<file path="config.mk">
export PLATFORM = sky130hd
export DESIGN_NAME = ref_ladder_dac_control
export DESIGN_NICKNAME = d
export VERILOG_FILES = /design/src/rtl/ref_ladder_pkg.sv /design/src/rtl/ref_ladder_dac_control.sv /design/src/rtl/ref_pin_override.sv /design/src/rtl/ref_source_decode.sv
export VERILOG_INCLUDE_DIRS = /design/src /design/src/rtl
export SDC_FILE = /design/constraint.sdc
export NUM_CORES = 1
export LEC_CHECK = 0
export ABC_CLOCK_PERIOD_IN_PS = 900
export BUFFER_PORTS_ARGS = -buffer_cell sky130_fd_sc_hd__buf_2
export CAP_MARGIN = 20
export CORE_MARGIN = 2
export CORE_UTILIZATION = 38
export DETAILED_ROUTE_END_ITERATION = 7
export PLACE_DENSITY_LB_ADDON = 0.15
export SETUP_SLACK_MARGIN = 0.02
export SLEW_MARGIN = 20
export SYNTH_ARGS = -nofsm -noshare
export SYNTH_HDL_FRONTEND = slang
export SYNTH_SLANG_ARGS = --single-unit
</file>
<file path="constraint.sdc">
create_clock -name ref_clk_in -period 0.9 [get_ports ref_clk_in]
set_input_delay 0.09 -clock ref_clk_in [delete_from_list [all_inputs] [get_ports ref_clk_in]]
set_output_delay 0.09 -clock ref_clk_in [all_outputs]
set_load 0.02 [all_outputs]
</file>
<file path="src/rtl/ref_ladder_defines.svh">
/*
   Constants of the reference ladder control block: register offsets,
   field positions, reset values and widths.
   Assumes it is included by bare name wherever a constant is used.
*/
`ifndef REF_LADDER_DEFINES_SVH
`define REF_LADDER_DEFINES_SVH

// Register offsets on the plain register port
`define REF_ADDR_W        8
`define REF_DATA_W        8
`define REF_CTRL_ADDR     8'h00
`define REF_LEVEL_ADDR    8'h01

// Control register fields
`define CTRL_EN_BIT       7
`define CTRL_OEA_BIT      5
`define CTRL_OEB_BIT      4
`define CTRL_PSS_HI       3
`define CTRL_PSS_LO       2
`define CTRL_NSS_BIT      0
`define CTRL_SPARE_HI_BIT 6
`define CTRL_SPARE_LO_BIT 1

// Level register fields
`define LEVEL_W           5
`define LEVEL_HI          4
`define LEVEL_LO          0
`define LEVEL_SPARE_HI    7
`define LEVEL_SPARE_LO    5

// Reset values and fill
`define CTRL_RESET        8'h00
`define LEVEL_RESET       5'h00
`define PSS_RESET         2'h0
`define READ_ZERO         8'h00
`define BIT_CLEAR         1'b0
`define BIT_SET           1'b1

// Pins that can carry the ladder level
`define REF_PINS          2
`define PIN_A             0
`define PIN_B             1

`endif

</file>
<file path="src/rtl/ref_ladder_pkg.sv">
/*
   Types of the reference ladder control block.
   Assumes ref_ladder_defines.svh is on the include path.
*/
`include "ref_ladder_defines.svh"

package ref_ladder_pkg;

   // Positive source choices of the ladder top
   typedef enum logic [1:0] {
      PSS_SUPPLY   = 2'b00,
      PSS_EXT_PIN  = 2'b01,
      PSS_FIXED    = 2'b10,
      PSS_RESERVED = 2'b11
   } pos_src_t;

   // Static settings presented to the analog ladder
   typedef struct packed {
      logic                  converter_enable;
      pos_src_t              positive_source_select;
      logic [`LEVEL_W-1:0]   level_code;
   } ladder_ctrl_t;

   // One-hot switch controls for the ladder top
   typedef struct packed {
      logic supply;
      logic ext_pin;
      logic fixed_reference;
   } src_onehot_t;

   // Pad-side controls of one pin
   typedef struct packed {
      logic drive_val;
      logic drive_oe_n;
      logic pullup_en;
      logic current_drive_en;
   } pin_drive_t;

endpackage : ref_ladder_pkg

</file>
<file path="src/rtl/ref_ladder_dac_control.sv">
/*
   Control logic of the 5-bit ratiometric reference ladder: two control
   registers on a plain register port, static ladder settings, source
   decode and the digital override of the two reference output pins.
   Assumes one clock that keeps running in Sleep, a master that keeps
   strobes one cycle long and never both at once, and pad inputs that
   are synchronous to the clock.
*/
// Local design decisions: the register addresses and the strobed register port.
`timescale 1ns/1ns
`include "ref_ladder_defines.svh"

// What this block does
// Enable bit 7 turns converter on
// Five-bit level code picks one of 32
// Bits 5 and 4 route level to pins
// Routed pin loses driver, detector, pull-up, drive
// Routed pin digital read returns zero
// Source select: supply, external pin, fixed, reserved
// Negative source select always reads zero
// Unimplemented bits read as zero
// Works in Sleep, wake keeps control register
// Reset disables, unroutes pins, clears level
// Ladder settings static, change on write only
module ref_ladder_dac_control (
   input  wire logic                         ref_clk_in,
   input  wire logic                         rst_in,
   input  wire logic [`REF_ADDR_W-1:0]       reg_addr_in,
   input  wire logic [`REF_DATA_W-1:0]       reg_wdata_in,
   input  wire logic                         reg_wr_in,
   input  wire logic                         reg_rd_in,
   output logic      [`REF_DATA_W-1:0]       reg_rdata_out,
   input  wire logic                         sleep_in,
   output ref_ladder_pkg::ladder_ctrl_t      ladder_out,
   output ref_ladder_pkg::src_onehot_t       source_switch_out,
   output logic      [`REF_PINS-1:0]         analog_connect_out,
   input  wire ref_ladder_pkg::pin_drive_t   port_drive_in  [`REF_PINS],
   input  wire logic [`REF_PINS-1:0]         pad_in,
   output ref_ladder_pkg::pin_drive_t        pad_drive_out  [`REF_PINS],
   output logic      [`REF_PINS-1:0]         port_read_out
);
   import ref_ladder_pkg::*;

   // Register state
   logic                    converter_enable_ff;
   logic                    pin_a_output_enable_ff;
   logic                    pin_b_output_enable_ff;
   pos_src_t                positive_source_select_ff;
   logic [`LEVEL_W-1:0]     level_code_ff;
   logic [`REF_DATA_W-1:0]  rdata_ff;
   logic [`REF_DATA_W-1:0]  nxt_rdata;
   logic                    ctrl_wr;
   logic                    level_wr;
   logic                    ctrl_rd;
   logic                    level_rd;
   logic [`REF_DATA_W-1:0]  ctrl_view;
   logic [`REF_DATA_W-1:0]  level_view;

   // Address match, used for every strobe decode
   function automatic logic addr_hit(input logic [`REF_ADDR_W-1:0] addr,
                                     input logic [`REF_ADDR_W-1:0] target);
      addr_hit = (addr == target);
   endfunction

   // Strobe decode
   assign ctrl_wr  = reg_wr_in & addr_hit(reg_addr_in, `REF_CTRL_ADDR);
   assign level_wr = reg_wr_in & addr_hit(reg_addr_in, `REF_LEVEL_ADDR);
   assign ctrl_rd  = reg_rd_in & addr_hit(reg_addr_in, `REF_CTRL_ADDR);
   assign level_rd = reg_rd_in & addr_hit(reg_addr_in, `REF_LEVEL_ADDR);

   // Enable bit, cleared by reset only or by a write
   always_ff @(posedge ref_clk_in or posedge rst_in) begin
      if (rst_in) begin
         converter_enable_ff <= `BIT_CLEAR;
      end else if (ctrl_wr) begin
         converter_enable_ff <= reg_wdata_in[`CTRL_EN_BIT];
      end
   end

   // Pin routing enables
   always_ff @(posedge ref_clk_in or posedge rst_in) begin
      if (rst_in) begin
         pin_a_output_enable_ff <= `BIT_CLEAR;
         pin_b_output_enable_ff <= `BIT_CLEAR;
      end else if (ctrl_wr) begin
         pin_a_output_enable_ff <= reg_wdata_in[`CTRL_OEA_BIT];
         pin_b_output_enable_ff <= reg_wdata_in[`CTRL_OEB_BIT];
      end
   end

   // Positive source select; sleep has no effect on it
   always_ff @(posedge ref_clk_in or posedge rst_in) begin
      if (rst_in) begin
         positive_source_select_ff <= pos_src_t'(`PSS_RESET);
      end else if (ctrl_wr) begin
         positive_source_select_ff <= pos_src_t'(reg_wdata_in[`CTRL_PSS_HI:`CTRL_PSS_LO]);
      end
   end

   // Level code
   always_ff @(posedge ref_clk_in or posedge rst_in) begin
      if (rst_in) begin
         level_code_ff <= `LEVEL_RESET;
      end else if (level_wr) begin
         level_code_ff <= reg_wdata_in[`LEVEL_HI:`LEVEL_LO];
      end
   end

   // Read views; empty and negative-select bits stay zero
   always_comb begin
      ctrl_view                             = `READ_ZERO;
      ctrl_view[`CTRL_EN_BIT]               = converter_enable_ff;
      ctrl_view[`CTRL_OEA_BIT]              = pin_a_output_enable_ff;
      ctrl_view[`CTRL_OEB_BIT]              = pin_b_output_enable_ff;
      ctrl_view[`CTRL_PSS_HI:`CTRL_PSS_LO]  = positive_source_select_ff;
      ctrl_view[`CTRL_NSS_BIT]              = `BIT_CLEAR;
      level_view                            = `READ_ZERO;
      level_view[`LEVEL_HI:`LEVEL_LO]       = level_code_ff;
   end

   // Read data mux; unmapped reads answer zero
   always_comb begin
      nxt_rdata = `READ_ZERO;
      if (ctrl_rd) begin
         nxt_rdata = ctrl_view;
      end else if (level_rd) begin
         nxt_rdata = level_view;
      end
   end

   // Read data stands only in the cycle after the strobe
   always_ff @(posedge ref_clk_in or posedge rst_in) begin
      if (rst_in) begin
         rdata_ff <= `READ_ZERO;
      end else begin
         rdata_ff <= nxt_rdata;
      end
   end

   assign reg_rdata_out = rdata_ff;

   // Static settings straight from the registers
   assign ladder_out.converter_enable       = converter_enable_ff;
   assign ladder_out.positive_source_select = positive_source_select_ff;
   assign ladder_out.level_code             = level_code_ff;

   // Pin routing
   assign analog_connect_out[`PIN_A] = pin_a_output_enable_ff;
   assign analog_connect_out[`PIN_B] = pin_b_output_enable_ff;

   // Ladder top switch decode
   ref_source_decode u_source_decode (
      .sel_in     (positive_source_select_ff),
      .onehot_out (source_switch_out)
   );

   // Digital override of each routed pin
   for (genvar p = 0; p < `REF_PINS; p++) begin : g_pin
      ref_pin_override u_pin_override (
         .analog_route_in  (analog_connect_out[p]),
         .digital_in       (port_drive_in[p]),
         .pad_in           (pad_in[p]),
         .pad_out          (pad_drive_out[p]),
         .digital_read_out (port_read_out[p])
      );
   end

   // Checks on register behaviour
   property p_enable_write;
      @(posedge ref_clk_in) disable iff (rst_in)
      ctrl_wr |=> (ladder_out.converter_enable == $past(reg_wdata_in[`CTRL_EN_BIT]));
   endproperty
   a_enable_write: assert property (p_enable_write)
      else $error("enable bit did not follow control write");

   property p_level_write;
      @(posedge ref_clk_in) disable iff (rst_in)
      level_wr |=> (ladder_out.level_code == $past(reg_wdata_in[`LEVEL_HI:`LEVEL_LO]))
                   ##1 (reg_rdata_out == {3'h0, ladder_out.level_code} || !$past(level_rd));
   endproperty
   a_level_write: assert property (p_level_write)
      else $error("level code did not follow level write");

   property p_route_write;
      @(posedge ref_clk_in) disable iff (rst_in)
      ctrl_wr |=> (analog_connect_out ==
                   {$past(reg_wdata_in[`CTRL_OEB_BIT]), $past(reg_wdata_in[`CTRL_OEA_BIT])});
   endproperty
   a_route_write: assert property (p_route_write)
      else $error("pin routing did not follow control write");

   property p_pin_a_override;
      @(posedge ref_clk_in) disable iff (rst_in)
      analog_connect_out[`PIN_A] |-> (pad_drive_out[`PIN_A].drive_oe_n
                                      && !pad_drive_out[`PIN_A].pullup_en
                                      && !pad_drive_out[`PIN_A].current_drive_en);
   endproperty
   a_pin_a_override: assert property (p_pin_a_override)
      else $error("routed pin A still has digital drive");

   property p_pin_b_override;
      @(posedge ref_clk_in) disable iff (rst_in)
      analog_connect_out[`PIN_B] |-> (pad_drive_out[`PIN_B].drive_oe_n
                                      && !pad_drive_out[`PIN_B].pullup_en
                                      && !pad_drive_out[`PIN_B].current_drive_en);
   endproperty
   a_pin_b_override: assert property (p_pin_b_override)
      else $error("routed pin B still has digital drive");

   property p_pin_read_zero;
      @(posedge ref_clk_in) disable iff (rst_in)
      ((port_read_out & analog_connect_out) == '0)
      && ((port_read_out & ~analog_connect_out) == (pad_in & ~analog_connect_out));
   endproperty
   a_pin_read_zero: assert property (p_pin_read_zero)
      else $error("routed pin digital read was not zero");

   property p_source_decode;
      @(posedge ref_clk_in) disable iff (rst_in)
      (source_switch_out.supply          == (ladder_out.positive_source_select == PSS_SUPPLY))
      && (source_switch_out.ext_pin      == (ladder_out.positive_source_select == PSS_EXT_PIN))
      && (source_switch_out.fixed_reference
          == (ladder_out.positive_source_select == PSS_FIXED));
   endproperty
   a_source_decode: assert property (p_source_decode)
      else $error("positive source switches wrong");

   property p_ctrl_read_zero_bits;
      @(posedge ref_clk_in) disable iff (rst_in)
      ctrl_rd |=> (reg_rdata_out[`CTRL_NSS_BIT] == `BIT_CLEAR)
                  && (reg_rdata_out[`CTRL_SPARE_HI_BIT] == `BIT_CLEAR)
                  && (reg_rdata_out[`CTRL_SPARE_LO_BIT] == `BIT_CLEAR)
                  && (reg_rdata_out[`CTRL_EN_BIT] == $past(converter_enable_ff));
   endproperty
   a_ctrl_read_zero_bits: assert property (p_ctrl_read_zero_bits)
      else $error("control read showed a set empty bit");

   property p_level_read_zero_bits;
      @(posedge ref_clk_in) disable iff (rst_in)
      level_rd |=> (reg_rdata_out[`LEVEL_SPARE_HI:`LEVEL_SPARE_LO] == '0)
                   && (reg_rdata_out[`LEVEL_HI:`LEVEL_LO] == $past(level_code_ff));
   endproperty
   a_level_read_zero_bits: assert property (p_level_read_zero_bits)
      else $error("level read showed a set empty bit");

   property p_sleep_hold;
      @(posedge ref_clk_in) disable iff (rst_in)
      (sleep_in && !reg_wr_in) |=> ($stable(ladder_out) && $stable(analog_connect_out));
   endproperty
   a_sleep_hold: assert property (p_sleep_hold)
      else $error("settings changed during sleep without a write");

   property p_reset_clear;
      @(posedge ref_clk_in)
      $fell(rst_in) |-> (!ladder_out.converter_enable && (analog_connect_out == '0)
                         && (ladder_out.level_code == `LEVEL_RESET));
   endproperty
   a_reset_clear: assert property (p_reset_clear)
      else $error("reset left the converter set up");

   property p_static_settings;
      @(posedge ref_clk_in) disable iff (rst_in)
      !(ctrl_wr || level_wr) |=> $stable(ladder_out);
   endproperty
   a_static_settings: assert property (p_static_settings)
      else $error("ladder settings moved without a write");

   property p_read_only_after;
      @(posedge ref_clk_in) disable iff (rst_in)
      !reg_rd_in |=> (reg_rdata_out == `READ_ZERO);
   endproperty
   a_read_only_after: assert property (p_read_only_after)
      else $error("read data stood outside its cycle");

   // Checks on field holding, pass-through and reset
   property p_source_write;
      @(posedge ref_clk_in) disable iff (rst_in)
      ctrl_wr |=> (ladder_out.positive_source_select
                   == $past(reg_wdata_in[`CTRL_PSS_HI:`CTRL_PSS_LO]));
   endproperty
   a_source_write: assert property (p_source_write)
      else $error("source select did not follow control write");

   property p_level_hold;
      @(posedge ref_clk_in) disable iff (rst_in)
      !level_wr |=> $stable(ladder_out.level_code);
   endproperty
   a_level_hold: assert property (p_level_hold)
      else $error("level code moved without a level write");

   property p_route_hold;
      @(posedge ref_clk_in) disable iff (rst_in)
      !ctrl_wr |=> ($stable(analog_connect_out) && $stable(ladder_out.converter_enable));
   endproperty
   a_route_hold: assert property (p_route_hold)
      else $error("routing or enable moved without a control write");

   property p_unmapped_read;
      @(posedge ref_clk_in) disable iff (rst_in)
      (reg_rd_in && !ctrl_rd && !level_rd) |=> (reg_rdata_out == `READ_ZERO);
   endproperty
   a_unmapped_read: assert property (p_unmapped_read)
      else $error("unmapped read returned data");

   property p_pin_a_pass;
      @(posedge ref_clk_in) disable iff (rst_in)
      !analog_connect_out[`PIN_A] |-> (pad_drive_out[`PIN_A] == port_drive_in[`PIN_A]);
   endproperty
   a_pin_a_pass: assert property (p_pin_a_pass)
      else $error("unrouted pin A lost its port drive");

   property p_pin_b_pass;
      @(posedge ref_clk_in) disable iff (rst_in)
      !analog_connect_out[`PIN_B] |-> (pad_drive_out[`PIN_B] == port_drive_in[`PIN_B]);
   endproperty
   a_pin_b_pass: assert property (p_pin_b_pass)
      else $error("unrouted pin B lost its port drive");

   property p_reset_rdata;
      @(posedge ref_clk_in)
      $fell(rst_in) |-> ((reg_rdata_out == `READ_ZERO)
                         && (ladder_out.positive_source_select == PSS_SUPPLY));
   endproperty
   a_reset_rdata: assert property (p_reset_rdata)
      else $error("reset left read data or source select set");

   // Main scenarios
   property p_cov_enable_route;
      @(posedge ref_clk_in) disable iff (rst_in)
      ladder_out.converter_enable && (analog_connect_out == 2'h3);
   endproperty
   c_cov_enable_route: cover property (p_cov_enable_route);

   property p_cov_full_level;
      @(posedge ref_clk_in) disable iff (rst_in)
      level_wr ##1 (ladder_out.level_code == 5'h1F) ##1 level_rd;
   endproperty
   c_cov_full_level: cover property (p_cov_full_level);

   property p_cov_fixed_source;
      @(posedge ref_clk_in) disable iff (rst_in)
      source_switch_out.fixed_reference && sleep_in;
   endproperty
   c_cov_fixed_source: cover property (p_cov_fixed_source);

   property p_cov_back_to_back;
      @(posedge ref_clk_in) disable iff (rst_in)
      ctrl_wr ##1 ctrl_rd;
   endproperty
   c_cov_back_to_back: cover property (p_cov_back_to_back);

endmodule // ref_ladder_dac_control

</file>
<file path="src/rtl/ref_pin_override.sv">
/*
   Override of one pin's digital functions while it carries the level.
   Assumes digital controls come from the port logic of the device.
*/
`timescale 1ns/1ns
`include "ref_ladder_defines.svh"

module ref_pin_override (
   input  wire logic                        analog_route_in,
   input  wire ref_ladder_pkg::pin_drive_t  digital_in,
   input  wire logic                        pad_in,
   output ref_ladder_pkg::pin_drive_t       pad_out,
   output logic                             digital_read_out
);
   import ref_ladder_pkg::*;

   // Routed pin: driver off, pull-up off, current drive off
   always_comb begin
      pad_out = digital_in;
      if (analog_route_in) begin
         pad_out.drive_val        = `BIT_CLEAR;
         pad_out.drive_oe_n       = `BIT_SET;
         pad_out.pullup_en        = `BIT_CLEAR;
         pad_out.current_drive_en = `BIT_CLEAR;
      end
   end

   // Routed pin reads as zero, threshold detector cut off
   assign digital_read_out = analog_route_in ? `BIT_CLEAR : pad_in;

endmodule // ref_pin_override

</file>
<file path="src/rtl/ref_source_decode.sv">
/*
   Decoder from the positive source code to one-hot ladder switches.
   Assumes the code comes from a register; reserved code closes none.
*/
`timescale 1ns/1ns
`include "ref_ladder_defines.svh"

module ref_source_decode (
   input  wire ref_ladder_pkg::pos_src_t    sel_in,
   output ref_ladder_pkg::src_onehot_t      onehot_out
);
   import ref_ladder_pkg::*;

   // One switch per legal code, none for the reserved one
   always_comb begin
      onehot_out = '0;
      unique case (sel_in)
         PSS_SUPPLY   : onehot_out.supply          = `BIT_SET;
         PSS_EXT_PIN  : onehot_out.ext_pin         = `BIT_SET;
         PSS_FIXED    : onehot_out.fixed_reference = `BIT_SET;
         PSS_RESERVED : onehot_out                 = '0;
      endcase
   end

endmodule // ref_source_decode

</file>
==> flow_summary.ini, run 1 <==
[timing]
fin_crit_sh = 1.31
setup_violations = 31
report.final.slew_viol_count = 0
finClkSkew_ps = 7.40
period_minus_slack_ps = 1180
fmax_mhz = 850
rsz0062_at_grt = true
setup_ws_ps = -277
finalHoldViolations = 0

[synthesis]
seq_area_frac_synth = 0.522
syn-cell-area_um2 = 815
avgSynthCellArea_um2 = 12.5
netlist_instances = 65
syn_nets = 96
ys_warn_count = 0
synth.distinct_cells = 18
synth-seq-cells = 17

[worst_setup_path]
crit_fanout = 5
critPathKind = reg -> out
arrival_ps = 1090
crit_path_end_kind = output pin
cp_data_required_time_ps = 810
cp-start-kind = flop

[global_routing]
grt-ovfl-total = 0
grt_antenna_before_repair = 0
met2_usage = 0.322
first_global_vias = 728
grt_max_degree = 18
grtUsageMet3 = 0.0238
grt_pass1_wl_um = 3330
grt-busiest-layer = met2
grt_usage = 0.170
use_met1 = 0.200

[pwr]
clockPowerShare = 0.244
max-vdd-ir-drop_v = 0.000840
power.switching_mw = 0.446
p_seq_frac = 0.494
power_density_nw_per_um2 = 1100
comb_power_share = 0.262
p_int_mw = 1.20
power_leakage_nw = 0.806
swShare = 0.271

[floorplanning]
core_area_um2 = 1980
num_rows = 16
pin_count = 62
die_area_um2 = 2530
start_util = 0.411
die_h_um = 50.3
die_x_um = 50.3

[routing]
drt_first_iter_violations = 2
routedWlPerCell_um = 12.8
ant_nets = 0
via_per_inst = 4.53
first_pass_iters = 3
drc_errors = 0
num_vias = 743
wl_um = 2110

[cells_and_area]
finalNonFillerCells = 164
fin_nets = 169
num_antenna_cells = 0
drive_gt1_frac = 0.737
area_growth_pct = 84.3

[placement]
dp.cells = 150
pre_cts_slack_ps = -430
io_buffers = 58
gp_congestion = 0.654
dp_hpwl_um = 1450

[cts]
cts-buffers-inserted = 3
worstSkewPairLatency_ps = 280
clkTransAtPathRegs_ps = 100
h-tree-depth = 1
clockRootBuffer = clkbuf_4
clock_sinks = 17
ctsLongestPathBuffers = 2
cts_tree = yes

[hold_path]
hold_path.class = in -> reg

[outcome]
violations = negative setup slack
outcome = complete, but fails checks

[flow_run]
drv_cap = 0
## power groups by stage
stage / Sequential [mW] / Combinational, mW / Clock [mW]
6_report: 0.812 / 0.432 / 0.401
3_5_place_dp: 0.821 / 0.310 / 0
2_1_floorplan: 0.839 / 0.168 / 0
5_1_grt: 0.816 / 0.461 / 0.440
4_1_cts: 0.810 / 0.409 / 0.402
3_3_place_gp: 0.819 / 0.305 / 0
## Yosys cell counts
cell type  instances  area share
and3_1             2       0.015
mux2_2            10        0.14
nand4b_2           1       0.018
nor3b_1            2       0.018
or2_2              2       0.015
conb_1             1      0.0046
inv_1              1      0.0046
nand4_2            1       0.015
nor3_2             1       0.012
nand3_1            1      0.0061
mux2i_1            3       0.037
nor2b_1           10       0.077
nor2_1             4       0.018
nor4_4             1       0.026
and3_2             1      0.0092
buf_4              6       0.055
buf_2              1      0.0061
dfrtp_1           17        0.52
## path summary, 6_finish.rpt
kind | from | to | slack [ps] | cells after the start
worst max-delay path | pin_a_output_enable_ff | pad_drive_out[5] | -280 | 3
worst min-delay path | reg_wdata_in[7] | converter_enable_ff | 30 | 2
worst max register to register | pin_a_output_enable_ff | pin_a_output_enable_ff | -130 | 3
worst min register to register | level_code_ff[1] | level_code_ff[1] | 570 | 1
max in group asynchronous | rst_in | positive_source_select_ff[1] | 320 | 4
min in group asynchronous | rst_in | pin_a_output_enable_ff | 360 | 4
## area by class of cell
type	instances	area, um2
sequential	17	428
clock buffer	4	26.3
inverter	1	3.75
fill	138	480
tap	27	33.8
timing repair buffer	75	614
multi-input combinational	40	395
## per-layer routing
layer | part of all wire | vias up
met5 | 0 | -
met4 | 0.0038 | 0
met3 | 0.065 | 2
met2 | 0.57 | 31
met1 | 0.36 | 353
li1 | - | 357
## per-stage QoR
step                      utilization  hold slack [ps]  total power [mW]  setup TNS [ps]  instance area (um2)
after global routing            0.758             26.4              1.72           -5810                 1500
after CTS                       0.726             29.3              1.62           -4060                 1440
after detailed placement        0.582              109              1.13           -5320                 1150
final                           0.758             30.3              1.64           -4410                 1500
after floorplan                     -             16.1              1.01           -1530                  827
after global placement          0.582              112              1.12           -5270                 1150
## placed cells by master, fill, tap and decap left out
master / n
dfrtp_1: 15
clkbuf_1: 1
nor2b_4: 2
clkbuf_4: 3
nor4_4: 1
dfrtp_2: 2
inv_1: 1
buf_4: 16
nor2_2: 1
buf_6: 31
nand4_4: 1
and3_2: 1
nor2_1: 3
or2_4: 2
mux2_2: 9
nand3_2: 1
nand4b_4: 1
nor2b_1: 8
conb_1: 1
and3_1: 2
nor3_4: 1
mux2_4: 1
mux2i_1: 3
buf_2: 27
dlygate4sd3_1: 1
nor3b_1: 1
nor3b_2: 1
## worst max-delay path, cell delays in order, from the launching register on
cell and delay [ps]:
dfrtp_1 420, buf_6 140, nor2b_1 100, buf_4 150
## flip-flops by register name (all words and copies together) (netlist names)
name and cells:
positive_source_select_ff 2, level_code_ff 5, reg_rdata_out 7, pin_a_output_enable_ff 1, pin_b_output_enable_ff 1, converter_enable_ff 1
## repair_timing
action,CTS,global route
setup endpoints to repair,42,45
endpoints found under the hold margin,17,0
setup buffers,6,4
pin swaps,6,2
resized for setup,62,10
hold buffers,1,0
## cell families after synthesis
kind of cell | count (synthesis) | share of synthesized area
other | 1 | 0.00460
buffers and inverters | 8 | 0.0660
and+or+nand+nor | 26 | 0.232
DFF | 17 | 0.522
muxes | 13 | 0.175
(Power assumes the default switching activity.)
==> run 2, diff against run 1 <==
--- a/config.mk
+++ b/config.mk
@@ -6,13 +6,14 @@
 export SDC_FILE = /design/constraint.sdc
 export NUM_CORES = 1
 export LEC_CHECK = 0
+export ABC_AREA = 1
 export ABC_CLOCK_PERIOD_IN_PS = 900
 export BUFFER_PORTS_ARGS = -buffer_cell sky130_fd_sc_hd__buf_2
 export CAP_MARGIN = 20
 export CORE_MARGIN = 2
-export CORE_UTILIZATION = 38
+export CORE_UTILIZATION = 40
 export DETAILED_ROUTE_END_ITERATION = 7
-export PLACE_DENSITY_LB_ADDON = 0.15
+export PLACE_DENSITY = 0.78
 export SETUP_SLACK_MARGIN = 0.02
 export SLEW_MARGIN = 20
 export SYNTH_ARGS = -nofsm -noshare
==> flow_summary.ini, run 2 <==
[cells_and_area]
layout_commonest_cell = buf_6
fin_nets = 221
final_cell_mix = 30 x buf_6, 28 x buf_2, 26 x nand2_1, 18 x inv_1, 17 x nand3_1
fill_cells = 150
largest_reg_flops = 7
num_antenna_cells = 0
drive_gt1_frac = 0.534
area_growth_pct = 74.6
finalNonFillerCells = 217
stdcell_area_um2 = 1590

[synthesis]
ys_warn_count = 0
syn_nets = 150
synth.distinct_cells = 14
avgSynthCellArea_um2 = 7.65
synth_ff_type = dfrtp_1
synth_edf_count = 0
synth-seq-cells = 17
yosysTopAreaCell = dfrtp_1
syn-cell-area_um2 = 911
netlist_instances = 119
yosysMostFrequentCell = nand2_1
seq_area_frac_synth = 0.467
yosys.area.top_type_share = 0.467
async_flop_share = 1.00
synth_commonest_cells = 27 x nand2_1, 20 x inv_1, 18 x nor2_1
synth.area.top_cells = dfrtp_1 47%, nand2_1 11%, nand3_1 9.3%

[placement]
post_dp_cell_area_um2 = 1210
gp_congestion = 0.824
dp_hpwl_um = 1640
dp.cells = 201
io_buffers = 58

[timing]
period_minus_slack_ps = 1160
finClkSkew_ps = 1.42
fin_crit_sh = 1.29
setup_violations = 27
fmax_mhz = 864
report.final.slew_viol_count = 0
finalSetupTns_ps = -3770
rsz0062_at_grt = true
finalHoldViolations = 0
setup_ws_ps = -257

[cts]
ctsLongestPathBuffers = 2
clockRootBuffer = clkbuf_4
cts-buffers-inserted = 3
cts_tree = yes
worstSkewPairLatency_ps = 280
clock_sinks = 17
h-tree-depth = 1
clkTransAtPathRegs_ps = 90

[global_routing]
first_global_vias = 932
grt_antenna_before_repair = 0
grt-ovfl-total = 0
grt_max_degree = 18
grt_pass1_wl_um = 3880
grt_usage = 0.191

[pwr]
p_seq_frac = 0.478
comb_power_share = 0.289
power_density_nw_per_um2 = 1060
power.switching_mw = 0.500
clockPowerShare = 0.234
p_int_mw = 1.19
swShare = 0.295
total_power_mw = 1.69
max-vdd-ir-drop_v = 0.000849
power_leakage_nw = 0.924

[worst_setup_path]
crit_slowest_cell = dfrtp_1
crit_fanout = 6
cp-start-kind = flop
reg2reg_depth = 4
crit_path_end_kind = output pin
ff2ff_setup_slack_ps = -30
critPathKind = reg -> out
cp_data_required_time_ps = 810
worst-path-buf-inv = 2
arrival_ps = 1070
slowest_delay_ps = 410
cp_cell_sequence = buf_6 -> nor2_4 -> buf_6
r2r-start = pin_b_output_enable_ff
reg2reg_to = reg_rdata_out[4]
crit_top_cell = buf_6
cp_top_family = flip-flops
critPathLaunch = pin_a_output_enable_ff

[hold_path]
hold_path.class = in -> reg
hp-start = reg_wdata_in[1]
min_to = level_code_ff[1]
min_path_cells = 3

[floorplanning]
start_util = 0.416
die_h_um = 51.7
core_area_um2 = 2190
pin_count = 62
die_x_um = 51.7
die_area_um2 = 2670
num_rows = 17

[flow_run]
drv_cap = 0

[routing]
ant_nets = 0
routedWlPerCell_um = 14.4
drt_first_iter_violations = 41
first_pass_iters = 4
wl_um = 3120
num_vias = 1067
drc_errors = 0
via_per_inst = 4.92

[outcome]
violations = negative setup slack
outcome = complete, but fails checks
==> run 2: cell count changes in the layout (fill, tap and decap cells not counted), sizes merged, moves of 2 or more <==
| cell | change |
|---|---|
| mux2 | -10 |
| nand3 | +16 |
| mux2i | -3 |
| inv | +19 |
| nand2 | +31 |
| nor2 | +19 |
| nor3b | -2 |
| nor2b | -10 |
| and3 | -3 |
==> run 2: cell families (layout without fill, tap and decap cells) <==
kind of cell | after synthesis | count (layout) | synth area share
AND/OR/NAND/NOR | 73 | 73 | 0.386
other | 1 | 1 | 0.00412
flip-flops | 17 | 17 | 0.467
buffers and inverters | 28 | 98 | 0.143
==> run 2: cell type report <==
| type | count | area, um2 | area share |
|---|---|---|---|
| clock buffer | 4 | 26.3 | 0.0165 |
| timing repair buffer | 74 | 601 | 0.378 |
| multi-input combinational | 74 | 425 | 0.268 |
| tap | 28 | 35.0 | 0.0220 |
| sequential | 17 | 428 | 0.269 |
| inverter | 20 | 75.1 | 0.0472 |
==> run 2: metal layers <==
layer,share of wire,track usage,wire length [um],vias up
met5,0,0,0,-
met4,0.034,0.0482,106,0
met3,0.080,0.0374,249,10
met2,0.52,0.355,1630,68
met1,0.36,0.223,1130,503
li1,-,-,-,486
==> run 2: repair_timing <==
action                                  in CTS  in global routing
pin swaps                                    7                  7
hold buffers                                 1                  0
endpoints found under the hold margin       17                  0
endpoints found under the setup margin      30                 34
gates resized for setup                     66                 18
buffers inserted                             9                  2
==> run 2: how the worst max path moves through the flow <==
stage / end / slack, ps / cells past startpoint
finish: pad_drive_out[4] / -260 / 3
global route: pad_drive_out[4] / -300 / 3
CTS: pad_drive_out[0] / -260 / 3
detailed placement: positive_source_select_ff[0] / -70 / 7
global placement: positive_source_select_ff[1] / -20 / 7
floorplan: source_switch_out[1] / -30 / 2
==> run 2: power groups by stage <==
| stage | Clock [mW] | Sequential [mW] | Combinational (mW) |
|---|---|---|---|
| after floorplan | 0 | 0.839 | 0.178 |
| after global placement | 0 | 0.817 | 0.308 |
| after detailed placement | 0 | 0.818 | 0.317 |
| after CTS | 0.396 | 0.804 | 0.434 |
| after global routing | 0.447 | 0.811 | 0.520 |
| final | 0.395 | 0.808 | 0.489 |
==> run 2: through the flow <==
| step | hold slack [ps] | setup slack, ps | utilization |
|---|---|---|---|
| 2_1_floorplan | 16.1 | -33.1 | - |
| 3_3_place_gp | 101 | -24.2 | 0.553 |
| 3_5_place_dp | 107 | -69.8 | 0.553 |
| 4_1_cts | 31.4 | -256 | 0.693 |
| 5_1_grt | 50.6 | -295 | 0.726 |
| 6_report | 32.2 | -257 | 0.726 |
==> run 2: tightest hold or removal path: stages <==
cell     delay, ps
buf_2           70
nand3_1         60
nand2_1         60
